**config.mk**
```make
export PLATFORM = sky130hd
export DESIGN_NAME = psc_sequencer
export DESIGN_NICKNAME = d
export VERILOG_FILES = /design/src/psc_sequencer.v
export VERILOG_INCLUDE_DIRS = /design/src /design/src/src
export SDC_FILE = /design/constraint.sdc
export NUM_CORES = 2
export LEC_CHECK = 0
export ABC_AREA = 0
export BUFFER_PORTS_ARGS = -buffer_cell sky130_fd_sc_hd__buf_2
export CAP_MARGIN = 20
export CORE_ASPECT_RATIO = 2
export CORE_MARGIN = 1
export CORE_UTILIZATION = 30
export CTS_BUF_LIST = sky130_fd_sc_hd__clkbuf_16
export CTS_CLUSTER_DIAMETER = 100
export DETAILED_ROUTE_END_ITERATION = 10
export GPL_TIMING_DRIVEN = 0
export HOLD_SLACK_MARGIN = 0.12
export PLACE_DENSITY_LB_ADDON = 0.05
export SYNTH_ARGS = -nofsm -noshare
export SYNTH_HDL_FRONTEND = slang
export SYNTH_SLANG_ARGS = --single-unit
```
**constraint.sdc**
```tcl
create_clock -name clk -period 6.1 [get_ports clk]
set_input_delay 1.22 -clock clk [delete_from_list [all_inputs] [get_ports clk]]
set_output_delay 1.22 -clock clk [all_outputs]
set_load 0.01 [all_outputs]
```
**src/psc_regs.vh**
```
/*
 * Constants for the power sequence controller: widths, configuration word
 * layouts, opcodes, configuration selectors and timing figures.
 * Assumes it is included once per compilation unit by its bare name.
 */
`ifndef PSC_REGS_VH
`define PSC_REGS_VH

////////////////////////////////////////////////////////////////////////////////
// Widths.
`define PSC_IN_W        8           // Monitored inputs (comparators, pins).
`define PSC_OUT_W       8           // Controlled supply enables.
`define PSC_STEP_W      6           // Step index width, 64 program steps.
`define PSC_WORD_W      48          // Configuration word width.
`define PSC_N_TMR       4           // Delay timers.
`define PSC_N_EXC       4           // Exception equations.
`define PSC_N_SUP       4           // Supervisory equations.

////////////////////////////////////////////////////////////////////////////////
// Program instruction fields.
`define PSC_F_OP        47:44       // Opcode.
`define PSC_F_TSEL      43:42       // Timer select.
`define PSC_F_A         41:34       // Expression mask, or outputs to turn on.
`define PSC_F_B         33:26       // Expression match, or outputs to turn off.
`define PSC_F_TA        25:20       // First target step.
`define PSC_F_TB        19:14       // Second target step.
`define PSC_F_TC        13:8        // Third target step.
`define PSC_F_EXCEN     3:0         // Exceptions enabled in this step.

// Exception entry fields.
`define PSC_X_MASK      47:40
`define PSC_X_MATCH     39:32
`define PSC_X_SET       31:24
`define PSC_X_CLR       23:16
`define PSC_X_TGT       13:8

// Supervisory entry fields.
`define PSC_S_MASK      47:40
`define PSC_S_MATCH     39:32
`define PSC_S_STICKY    0

////////////////////////////////////////////////////////////////////////////////
// Opcodes.
`define PSC_OP_IDLE     4'h0
`define PSC_OP_OUTPUT   4'h1
`define PSC_OP_WAIT     4'h2
`define PSC_OP_WAIT_TO  4'h3
`define PSC_OP_DELAY    4'h4
`define PSC_OP_BRANCH   4'h5
`define PSC_OP_BRANCH_TO 4'h6
`define PSC_OP_GOTO     4'h7
`define PSC_OP_TSTART   4'h8
`define PSC_OP_TSTOP    4'h9
`define PSC_OP_HALT     4'hA
`define PSC_OP_EXC_MARK 4'hB
`define PSC_OP_PROT_MARK 4'hC

// Configuration table selectors.
`define PSC_SEL_PROG    2'h0
`define PSC_SEL_EXC     2'h1
`define PSC_SEL_SUP     2'h2

////////////////////////////////////////////////////////////////////////////////
// Reset values and timing.
`define PSC_STEP_RST    6'h00
`define PSC_IDX_NONE    6'h3F       // Marker index meaning "no marker loaded".
`define PSC_TMR_DIV     5'h1F       // Prescaler terminal count: divide by 32.
`define PSC_TMR_CW      16          // Timer count width.
`define PSC_TMR_LIM_DEF 64'h0010_0040_0100_0400

`endif

```
**src/psc_sequencer.v**
```verilog
/*
 * Power sequence controller: programmable step sequencer with four delay
 * timers, step-qualified exceptions and free-running supervisory equations.
 * Assumes the configuration tables are loaded through the cfg port while
 * seq_go is low, and that all inputs are synchronous to clk.
 */
// Operation
// - Exceptions armed only past exception-region marker.
// - Output step changes chosen outputs together.
// - Wait step holds until expression true.
// - Timeout wait ends on expression or expiry.
// - Delay step lasts selected timer's period.
// - Branch picks first target true, second false.
// - Exception applies outputs and jumps to target.
// - Each step selects which exceptions apply.
// - Supervisory equations evaluate continuously, independent.
// - Timeout branch: true, expired, else third; timer untouched.
// - Start runs timer; stop halts and clears.
// - Idle step changes nothing, takes one cycle.
// - Steps past protected marker ignore exceptions.
`include "psc_regs.vh"

module psc_sequencer #(
    parameter [63:0]           TMR_LIMITS = `PSC_TMR_LIM_DEF, // Ticks per timer.
    parameter [`PSC_OUT_W-1:0] OUT_RESET  = 8'h00             // Power-up outputs.
) (
    input  wire                     clk,
    input  wire                     rst,
    input  wire                     seq_go,
    input  wire [`PSC_IN_W-1:0]     in_sig,
    input  wire                     cfg_we,
    input  wire [1:0]               cfg_sel,
    input  wire [`PSC_STEP_W-1:0]   cfg_addr,
    input  wire [`PSC_WORD_W-1:0]   cfg_data,
    output reg  [`PSC_OUT_W-1:0]    out_en_r,
    output reg  [`PSC_STEP_W-1:0]   step_r,
    output reg                      halted_r,
    output reg  [`PSC_N_SUP-1:0]    sup_out_r,
    output wire [`PSC_N_TMR-1:0]    tmr_expired
);

    ////////////////////////////////////////////////////////////////////////////
    // Configuration storage.
    reg  [`PSC_WORD_W-1:0] prog_mem [0:(1<<`PSC_STEP_W)-1]; // Program steps.
    reg  [`PSC_WORD_W-1:0] exc_mem  [0:`PSC_N_EXC-1];      // Exception entries.
    reg  [`PSC_WORD_W-1:0] sup_mem  [0:`PSC_N_SUP-1];      // Supervisory entries.
    reg  [`PSC_STEP_W-1:0] exc_idx_r;                      // Exception-region marker.
    reg  [`PSC_STEP_W-1:0] prot_idx_r;                     // Protected-region marker.

    // Sequencer next-state signals.
    reg  [`PSC_STEP_W-1:0] step_nxt;
    reg  [`PSC_OUT_W-1:0]  out_nxt;
    reg                    halt_nxt;
    reg  [`PSC_N_TMR-1:0]  t_start;                        // Timer start pulses.
    reg  [`PSC_N_TMR-1:0]  t_clr;                          // Timer stop-and-clear.
    reg                    exc_take;                       // An exception fires.
    reg  [1:0]             exc_sel;                        // Winning exception.
    reg  [4:0]             pre_r;                          // Timer prescaler.
    wire                   tick = (pre_r == `PSC_TMR_DIV);
    integer                i;

    // Decoded current instruction.
    wire [`PSC_WORD_W-1:0] inst    = prog_mem[step_r];
    wire [3:0]             op      = inst[`PSC_F_OP];
    wire [1:0]             tsel    = inst[`PSC_F_TSEL];
    wire [`PSC_N_TMR-1:0]  tsel_oh = 4'b0001 << tsel;
    wire [`PSC_STEP_W-1:0] step_inc = step_r + 6'h01;
    wire                   expr_ok = psc_expr(in_sig, inst[`PSC_F_A], inst[`PSC_F_B]);
    wire                   t_exp   = tmr_expired[tsel];
    wire [`PSC_WORD_W-1:0] exc_w   = exc_mem[exc_sel];

    // Exceptions are live strictly after the exception-region marker and up
    // to the protected marker; a missing exception-region marker leaves them disarmed.
    wire exc_armed = (exc_idx_r != `PSC_IDX_NONE) && (step_r > exc_idx_r) &&
                     (step_r <= prot_idx_r);

    // A masked compare: true when every masked input equals its match bit.
    // An empty mask is always true, which suits unconditional entries.
    function psc_expr;
        input [`PSC_IN_W-1:0] v;
        input [`PSC_IN_W-1:0] m;
        input [`PSC_IN_W-1:0] p;
        begin
            psc_expr = (((v ^ p) & m) == 8'h00);
        end
    endfunction

    ////////////////////////////////////////////////////////////////////////////
    // Configuration load. Marker positions are snooped as steps are written so
    // the region checks need no scan of the program.
    always @(posedge clk) begin
        if (cfg_we && cfg_sel == `PSC_SEL_PROG) begin
            prog_mem[cfg_addr] <= cfg_data;
        end
        if (cfg_we && cfg_sel == `PSC_SEL_EXC) begin
            exc_mem[cfg_addr[1:0]] <= cfg_data;
        end
        if (cfg_we && cfg_sel == `PSC_SEL_SUP) begin
            sup_mem[cfg_addr[1:0]] <= cfg_data;
        end
    end

    // Marker registers; rewriting the step clears a stale marker.
    always @(posedge clk or posedge rst) begin
        if (rst) begin
            exc_idx_r  <= `PSC_IDX_NONE;
            prot_idx_r <= `PSC_IDX_NONE;
        end else if (cfg_we && cfg_sel == `PSC_SEL_PROG) begin
            if (cfg_data[`PSC_F_OP] == `PSC_OP_EXC_MARK) begin
                exc_idx_r <= cfg_addr;
            end else if (cfg_addr == exc_idx_r) begin
                exc_idx_r <= `PSC_IDX_NONE;
            end
            if (cfg_data[`PSC_F_OP] == `PSC_OP_PROT_MARK) begin
                prot_idx_r <= cfg_addr;
            end else if (cfg_addr == prot_idx_r) begin
                prot_idx_r <= `PSC_IDX_NONE;
            end
        end
    end

    ////////////////////////////////////////////////////////////////////////////
    // Exception selection: the lowest-numbered true, step-enabled entry wins.
    always @* begin
        exc_take = 1'b0;
        exc_sel  = 2'h0;
        for (i = `PSC_N_EXC - 1; i >= 0; i = i - 1) begin
            if (exc_armed && inst[i] &&
                psc_expr(in_sig, exc_mem[i][`PSC_X_MASK], exc_mem[i][`PSC_X_MATCH])) begin
                exc_take = 1'b1;
                exc_sel  = i[1:0];
            end
        end
    end

    ////////////////////////////////////////////////////////////////////////////
    // Step decode. Every step lasts one cycle unless it waits on something.
    always @* begin
        step_nxt = step_r;
        out_nxt  = out_en_r;
        halt_nxt = halted_r;
        t_start  = 4'h0;
        t_clr    = 4'h0;
        if (seq_go && !halted_r) begin
            case (op)
                `PSC_OP_OUTPUT: begin
                    // Turn-on and turn-off masks land in one edge.
                    out_nxt  = (out_en_r | inst[`PSC_F_A]) & ~inst[`PSC_F_B];
                    step_nxt = step_inc;
                end
                `PSC_OP_WAIT: begin
                    if (expr_ok) begin
                        step_nxt = step_inc;
                    end
                end
                `PSC_OP_WAIT_TO: begin
                    // The timer is started on entry and cleared on exit so a
                    // later timeout wait on it begins from a full period.
                    if (expr_ok || t_exp) begin
                        step_nxt = step_inc;
                        t_clr    = tsel_oh;
                    end else begin
                        t_start  = tsel_oh;
                    end
                end
                `PSC_OP_DELAY: begin
                    if (t_exp) begin
                        step_nxt = step_inc;
                        t_clr    = tsel_oh;
                    end else begin
                        t_start  = tsel_oh;
                    end
                end
                `PSC_OP_BRANCH: begin
                    step_nxt = expr_ok ? inst[`PSC_F_TA] : inst[`PSC_F_TB];
                end
                `PSC_OP_BRANCH_TO: begin
                    // Only looks at the timer; never starts or clears it.
                    if (expr_ok) begin
                        step_nxt = inst[`PSC_F_TA];
                    end else if (t_exp) begin
                        step_nxt = inst[`PSC_F_TB];
                    end else begin
                        step_nxt = inst[`PSC_F_TC];
                    end
                end
                `PSC_OP_GOTO: begin
                    step_nxt = inst[`PSC_F_TA];
                end
                `PSC_OP_TSTART: begin
                    t_start  = tsel_oh;
                    step_nxt = step_inc;
                end
                `PSC_OP_TSTOP: begin
                    t_clr    = tsel_oh;
                    step_nxt = step_inc;
                end
                `PSC_OP_HALT: begin
                    halt_nxt = 1'b1;
                end
                default: begin
                    // Idle and both markers: one cycle, nothing else.
                    step_nxt = step_inc;
                end
            endcase
        end
        // An enabled exception overrides the step's outputs, target, halt and timer starts; its timer clears still apply.
        if (seq_go && exc_take) begin
            out_nxt  = (out_en_r | exc_w[`PSC_X_SET]) & ~exc_w[`PSC_X_CLR];
            step_nxt = exc_w[`PSC_X_TGT];
            halt_nxt = 1'b0;
            t_start  = 4'h0;
        end
    end

    // Sequencer state moves only on the rising edge.
    always @(posedge clk or posedge rst) begin
        if (rst) begin
            step_r   <= `PSC_STEP_RST;
            out_en_r <= OUT_RESET;
            halted_r <= 1'b0;
        end else begin
            step_r   <= step_nxt;
            out_en_r <= out_nxt;
            halted_r <= halt_nxt;
        end
    end

    ////////////////////////////////////////////////////////////////////////////
    // Timer prescaler: the timers count in units of 32 clocks.
    always @(posedge clk or posedge rst) begin
        if (rst) begin
            pre_r <= 5'h00;
        end else begin
            pre_r <= tick ? 5'h00 : pre_r + 5'h01;
        end
    end

    // Four identical timers. Clear beats start so a stop is never lost.
    genvar g;
    generate
        for (g = 0; g < `PSC_N_TMR; g = g + 1) begin : gen_tmr
            reg  [`PSC_TMR_CW-1:0] cnt_r;   // Elapsed ticks.
            reg                    run_r;   // Counting.
            reg                    exp_r;   // Period elapsed, held until cleared.
            wire [`PSC_TMR_CW-1:0] lim = TMR_LIMITS[g*`PSC_TMR_CW +: `PSC_TMR_CW];
            always @(posedge clk or posedge rst) begin
                if (rst) begin
                    cnt_r <= 16'h0000;
                    run_r <= 1'b0;
                    exp_r <= 1'b0;
                end else if (t_clr[g]) begin
                    cnt_r <= 16'h0000;
                    run_r <= 1'b0;
                    exp_r <= 1'b0;
                end else begin
                    if (t_start[g] && !exp_r) begin
                        run_r <= 1'b1;
                    end
                    if (run_r && tick) begin
                        if (cnt_r >= lim - 16'h0001) begin
                            exp_r <= 1'b1;
                            run_r <= 1'b0;
                        end else begin
                            cnt_r <= cnt_r + 16'h0001;
                        end
                    end
                end
            end
            assign tmr_expired[g] = exp_r;
        end
    endgenerate

    ////////////////////////////////////////////////////////////////////////////
    // Supervisory equations run every cycle whatever the step.
    // Follow mode mirrors the expression a cycle late; sticky mode latches a
    // fault until reset, trading recovery for a record of the event.
    generate
        for (g = 0; g < `PSC_N_SUP; g = g + 1) begin : gen_sup
            wire hit = psc_expr(in_sig, sup_mem[g][`PSC_S_MASK], sup_mem[g][`PSC_S_MATCH]);
            always @(posedge clk or posedge rst) begin
                if (rst) begin
                    sup_out_r[g] <= 1'b0;
                end else if (sup_mem[g][`PSC_S_STICKY]) begin
                    sup_out_r[g] <= sup_out_r[g] | hit;
                end else begin
                    sup_out_r[g] <= hit;
                end
            end
        end
    endgenerate

endmodule // psc_sequencer

```
# Yosys cells after proc, flatten, opt, wreduce, memory -nomap -nowiden
# Memories as Yosys holds them, arrays and structs flattened.
# Cells that the tools add are included.
[word_totals] word_cells=247 ramBits=3456 out_inout_bits=23 n_memories=3 ff_bits=108 latch_bits=0 romBits=0
[classes] multipliers=0 n_div=0 eq_ne=26 mux=89 n_reduce_logical=65 n_shift=1 bitwise_logic=28 order_cmp=7 n_addsub=6
[mem_list] memory="prog_mem" depth=64 width=48 read_ports=1 rd_clocked_by_memory_dff=0 wr=1 line_no="psc_sequencer.v:44" text="reg [`PSC_WORD_W-1:0] prog_mem [0:(1<<`PSC_STEP_W)-1];"
[mem_list] memory="exc_mem" depth=4 width=48 read_ports=5 rd_clocked_by_memory_dff=0 wr=1 line_no="psc_sequencer.v:45" text="reg [`PSC_WORD_W-1:0] exc_mem [0:`PSC_N_EXC-1];"
[mem_list] memory="sup_mem" depth=4 width=48 read_ports=4 rd_clocked_by_memory_dff=0 wr=1 line_no="psc_sequencer.v:46" text="reg [`PSC_WORD_W-1:0] sup_mem [0:`PSC_N_SUP-1];"
[ops] cell="$mux W16" n=12
[ops] cell="$and A8 B8 Y8" n=11
[ops] cell="$logic_not A8 Y1" n=9
[ops] cell="$mux W6" n=12
[ops] cell="$xor A8 B8 Y8" n=9
[ops] cell="$add A16 B1 Y16 const B" n=4
[ops] cell="$mux W1" n=46
[ops] cell="$pmux W6 S7" n=1
[ops] cell="$mux W4" n=7
[ops] cell="$reduce_bool A2 Y1" n=13
[ops] cell="$mux W8" n=3
[ops] cell="$pmux W4 S3" n=2
[ops] cell="$reduce_and A2 Y1" n=12
[ops] cell="$logic_and A1 B1 Y1" n=23
[ops] cell="$eq A4 B4 Y1 const B" n=5
[ops] cell="$eq A4 B3 Y1 const B" n=4
[ops] cell="$ge A16 B10 Y1 const B" n=1
[ops] cell="$ge A16 B4 Y1 const B" n=1
[ops] cell="$ge A16 B6 Y1 const B" n=1
[ops] cell="$ge A16 B8 Y1 const B" n=1
[ops] cell="$not A8 Y8" n=2
[ops] cell="$or A8 B8 Y8" n=2
[ops] cell="$eq A6 B6 Y1" n=2
[ops] cell="$ne A2 B2 Y1 const B" n=5
[ops] cell="21 further kinds" n=34

# Depth between registers and ports, before layout
[logic_depth] ltp_word=16 depth_mapped=20 depth_no_buf=13

# Least setup slack after synthesis
# Ideal clock, no wire load.
[synth_path] path_type="input-to-reg" from="input cfg_sel[1]" to="memory prog_mem[48][0] (netlist bit) (enable)" setup_time_ns=0.556 path_slack_ns=-0.906 arrival_time_ns=6.450 path_stages=5 n_path_buf=1 cell_sequence="or3b_2 -> clkbuf_1 -> nor2_1 -> nand3_1 -> nor4_1"
[synth_via] elab_chain_len=4
[synth_rtl] element="start, declared" line_no="psc_sequencer.v:32" text="input wire [1:0] cfg_sel,"
[synth_rtl] element="$logic_not A2 Y1 (no source line)"
[synth_rtl] element="$logic_and A1 B1 Y1 (no source line)"
[synth_rtl] element="$mux W1" line_no="psc_sequencer.v:92" text="if (cfg_we && cfg_sel == `PSC_SEL_PROG) begin"
[synth_rtl] element="$mux W1 (not written as such)" line_no="psc_sequencer.v:93" text="prog_mem[cfg_addr] <= cfg_data;"
[synth_rtl] element="end, declared" line_no="psc_sequencer.v:44"
# No other way between the ends.

# Final worst setup path
[layout_path] from="register step_r[3]" to="register step_r[3]"
[layout_via] elab_chain_len=12
[layout_rtl] element="start, declared" line_no="psc_sequencer.v:36" text="output reg [`PSC_STEP_W-1:0] step_r,"
[layout_rtl] element="start signal, assigned" line_no="psc_sequencer.v:219" text="step_r <= `PSC_STEP_RST;"
[layout_rtl] element="start signal, assigned" line_no="psc_sequencer.v:223" text="step_r <= step_nxt;"
[layout_rtl] element="branches (longest 12 deep; another with $mem_v2 Z64 W48)"
# Several ways; the timed one is not identified. The select of a mux whose other input is x is not followed.
# A chain may end at the register's enable or synchronous reset.

==> reports/qor.txt <==
Iter 0 DRT Violations -> 7,393
syn avg cell area -> 22.0 µm²
Final Cycle Share -> 101%
crit-path cells -> clkbuf_1, buf_8, nand2b_1, o22ai_1, nor3_1, o221ai_1, a22oi_1, o2111ai_2, or3_1, buf_2, o21ai_0, nor2_1, o41ai_1
post-layout util -> 36.4%
first-pass GRT wire length -> 709,000 µm
root buffer cell -> clkbuf_16
critical path's top delay family -> compound AO/OA/AOI/OAI gates
initial antenna violation count -> 32
RSZ-0062 raised after global routing -> false
top library cells by usage in the layout, fill and taps aside -> edfxtp_1 (3,036), mux4_2 (740), clkbuf_16 (314)
IO Port Bufs -> 75
TritonCTS sink count -> 3,144
placed insts -> 11,300
DRT Pass-1 Iters -> 7
Row Count -> 330
layout cells sized above 1 -> 31.6%
status -> complete, but fails checks
largest net degree at the start of global routing -> 79
# H-tree levels -> 5
ys async rst share -> 3.44%
crit-path max FO -> 9
critical path's largest stage delay -> 0.89 ns
Max Clock Freq -> 162 MHz
commonest non-fill, non-tap cell in the layout -> edfxtp_1
clk_skew -> 0.0454 ns
vias in the first global route -> 66,900
synth-to-layout area growth -> 20.6%
crit path time final -> 6.18 ns
CP startpoint kind -> flip-flop
setup tns final -> -0.111 ns
WL met2 -> 299,000 µm
Post-Synthesis Cells -> 5,541
cts hold-fix bufs -> 0
via count -> 65,100
Longest Clk Path Bufs -> 4
routed length per instance -> 46.7 µm
leak pwr -> 46.8 nW
Post-Route WL -> 555,000 µm
Final #Nets -> 6,417
Pwr Density -> 423 nW/µm²
GPL Wtd Cong -> 0.839
fin. max-slew vios -> 0
reported max-cap violation count -> 0
DR WL met3 -> 23,700 µm
Residual DRC -> 0
post-synth cell types -> 93
Initial Util -> 30.2%
io pins -> 91
Slowest cell on crit path -> nand2b_1
Avg Vias per Cell -> 5.47
CTS tree -> yes
failing checks -> setup timing
DIE AREA -> 409,000 µm²
Hold Path Class -> in2async
Ys Warns -> 0
hold violation count in the final report -> 0
CTS clk-pin slew, worst paths -> 0.06 ns
Synth Flop Type -> edfxtp_1
buffers plus inverters on the worst setup path -> 3
Die Wd -> 453 µm
post-route setup slack -> -0.0831 ns
Post-DP HPWL -> 403,000 µm
worst path arrival time -> 6.93 ns
Die Span Y -> 903 µm
Clk Latency, worst-skew pair -> 0.95 ns
post-synthesis register bit count -> 3,144
WL met1 -> 194,000 µm
Max transition margin -> 20.1%
number of fill cells -> 37,000
Mapped Area -> 122,000 µm²
setup violators final -> 2
cts bufs inserted -> 305
total core area -> 404,000 µm²
reg-to-reg slack, setup -> -0.08 ns
Overflow after GRT -> 0
Post-synth EDFFs -> 3,036
Post-DRT Antenna Nets -> 0
post-synthesis sequential area ratio -> 77.0%
Worst VDD drop -> 0.000208 V
crit path capture type -> flip-flop
Worst EP required -> 6.85 ns
Crit Path Category -> reg2reg
GR Util All Layers -> 26.9%
highest routed layer -> met5
Worst Tran Pin Value -> 1.20 ns
Post-Layout Cell Count -> 11,900
synthesized net count -> 5,628
-- final cells by class --
class | count | area (µm²) | share of cell area, %
Clock buffer | 314 | 7860 | 5.35
Tap cell | 5312 | 6650 | 4.52
Clock inverter | 225 | 1340 | 0.913
Timing Repair Buffer | 489 | 7920 | 5.39
Buffer | 276 | 2120 | 1.44
Multi-Input combinational cell | 2080 | 27000 | 18.4
Sequential cell | 3144 | 93900 | 63.9
Inverter | 34 | 134 | 0.0911
Antenna cell | 13 | 32.5 | 0.0221
-- metal layers --
metal	up-vias	global-route usage [%]
li1	24900	-
met1	36700	29.5
met2	2527	50.0
met3	888	2.99
met4	8	15.4
met5	-	0
-- per-stage QoR --
step	instance area, µm²	power, mW	hold WS (ns)	worst slack (ns)
6_report	147000	62.2	0.310	-0.0831
5_1_grt	147000	63.6	0.323	0.00364
4_1_cts	147000	62.8	0.260	0.00236
3_5_place_dp	137000	43.9	0.452	-2.82
3_3_place_gp	129000	43.4	0.439	-11.72
2_1_floorplan	122000	34.5	0.425	0.279
-- what timing repair did --
action	CTS	global route
setup buffers	7	0
pin swaps	4	1
gates cloned	0	0
endpoints found under the setup margin	87	28
resized for setup	172	16
-- path summary, 6_finish.rpt --
path / end / from / cells after the start
setup / recovery: step_r[3] / step_r[3] / 13
hold / removal: sup_out_r[0] / rst / 2
setup reg to reg: step_r[3] / step_r[3] / 13
hold reg to reg: pre_r[0] / pre_r[0] / 1
max in group asynchronous: gen_tmr[2].cnt_r[0] / rst / 3
min in group clk: pre_r[0] / pre_r[0] / 1
-- state kept, by name, indices dropped and copies added, names as in the netlist --
| name | cells |
|---|---|
| gen_tmr.cnt_r | 64 |
| sup_out_r | 4 |
| sup_mem | 68 |
| halted_r | 1 |
| prog_mem | 2816 |
| gen_tmr.run_r | 4 |
| gen_tmr.exp_r | 4 |
| exc_idx_r | 6 |
| prot_idx_r | 6 |
| out_en_r | 8 |
| step_r | 6 |
| exc_mem | 152 |
| pre_r | 5 |
-- power breakdown --
part	switching [mW]	internal [mW]	total [mW]
Clock	8.74	9.84	18.6
Sequential	0.304	23.9	24.2
Combinational	12.2	7.19	19.4
-- cells in the mapped netlist (all sizes together), types with 9 or more instances --
master	number	area share (%)
nand4	21	0.11
buf	202	1.2
o22a	17	0.12
or2	10	0.051
dfrtp	96	2.0
mux2	29	0.27
mux2i	154	1.3
nand2b	15	0.077
or3	15	0.077
a31oi	16	0.094
o21ai	35	0.15
nor3	23	0.094
nand2	155	0.48
dfstp	12	0.26
mux4	751	14
a21oi	49	0.20
edfxtp	3036	75
a221oi	22	0.17
and2	22	0.11
inv	32	0.099
o22ai	24	0.12
a22o	21	0.15
a32o	9	0.074
nand3b	11	0.068
xor2	86	0.62
nand3	55	0.23
ha	19	0.20
o211ai	28	0.18
a22oi	81	0.50
clkbuf	81	0.25
nor4	18	0.092
a211oi	13	0.084
o221ai	27	0.20
xnor2	23	0.17
nor2	174	0.54
nor2b	47	0.24
and3	16	0.082
-- kinds of logic (layout without fill, tap and decap cells) --
family,Yosys count,in the layout,share of synthesized area [%]
AND/OR/NAND/NOR,598,598,2.35
buffers and inverters,317,1338,1.57
other,0,13,0
adder cells (fa/ha/maj),19,19,0.195
multiplexers,934,934,15.4
flip-flops,3144,3144,77.0
AO/OA/AOI/OAI,420,420,2.62
XOR/XNOR,109,109,0.783
(Power assumes the default switching activity.)
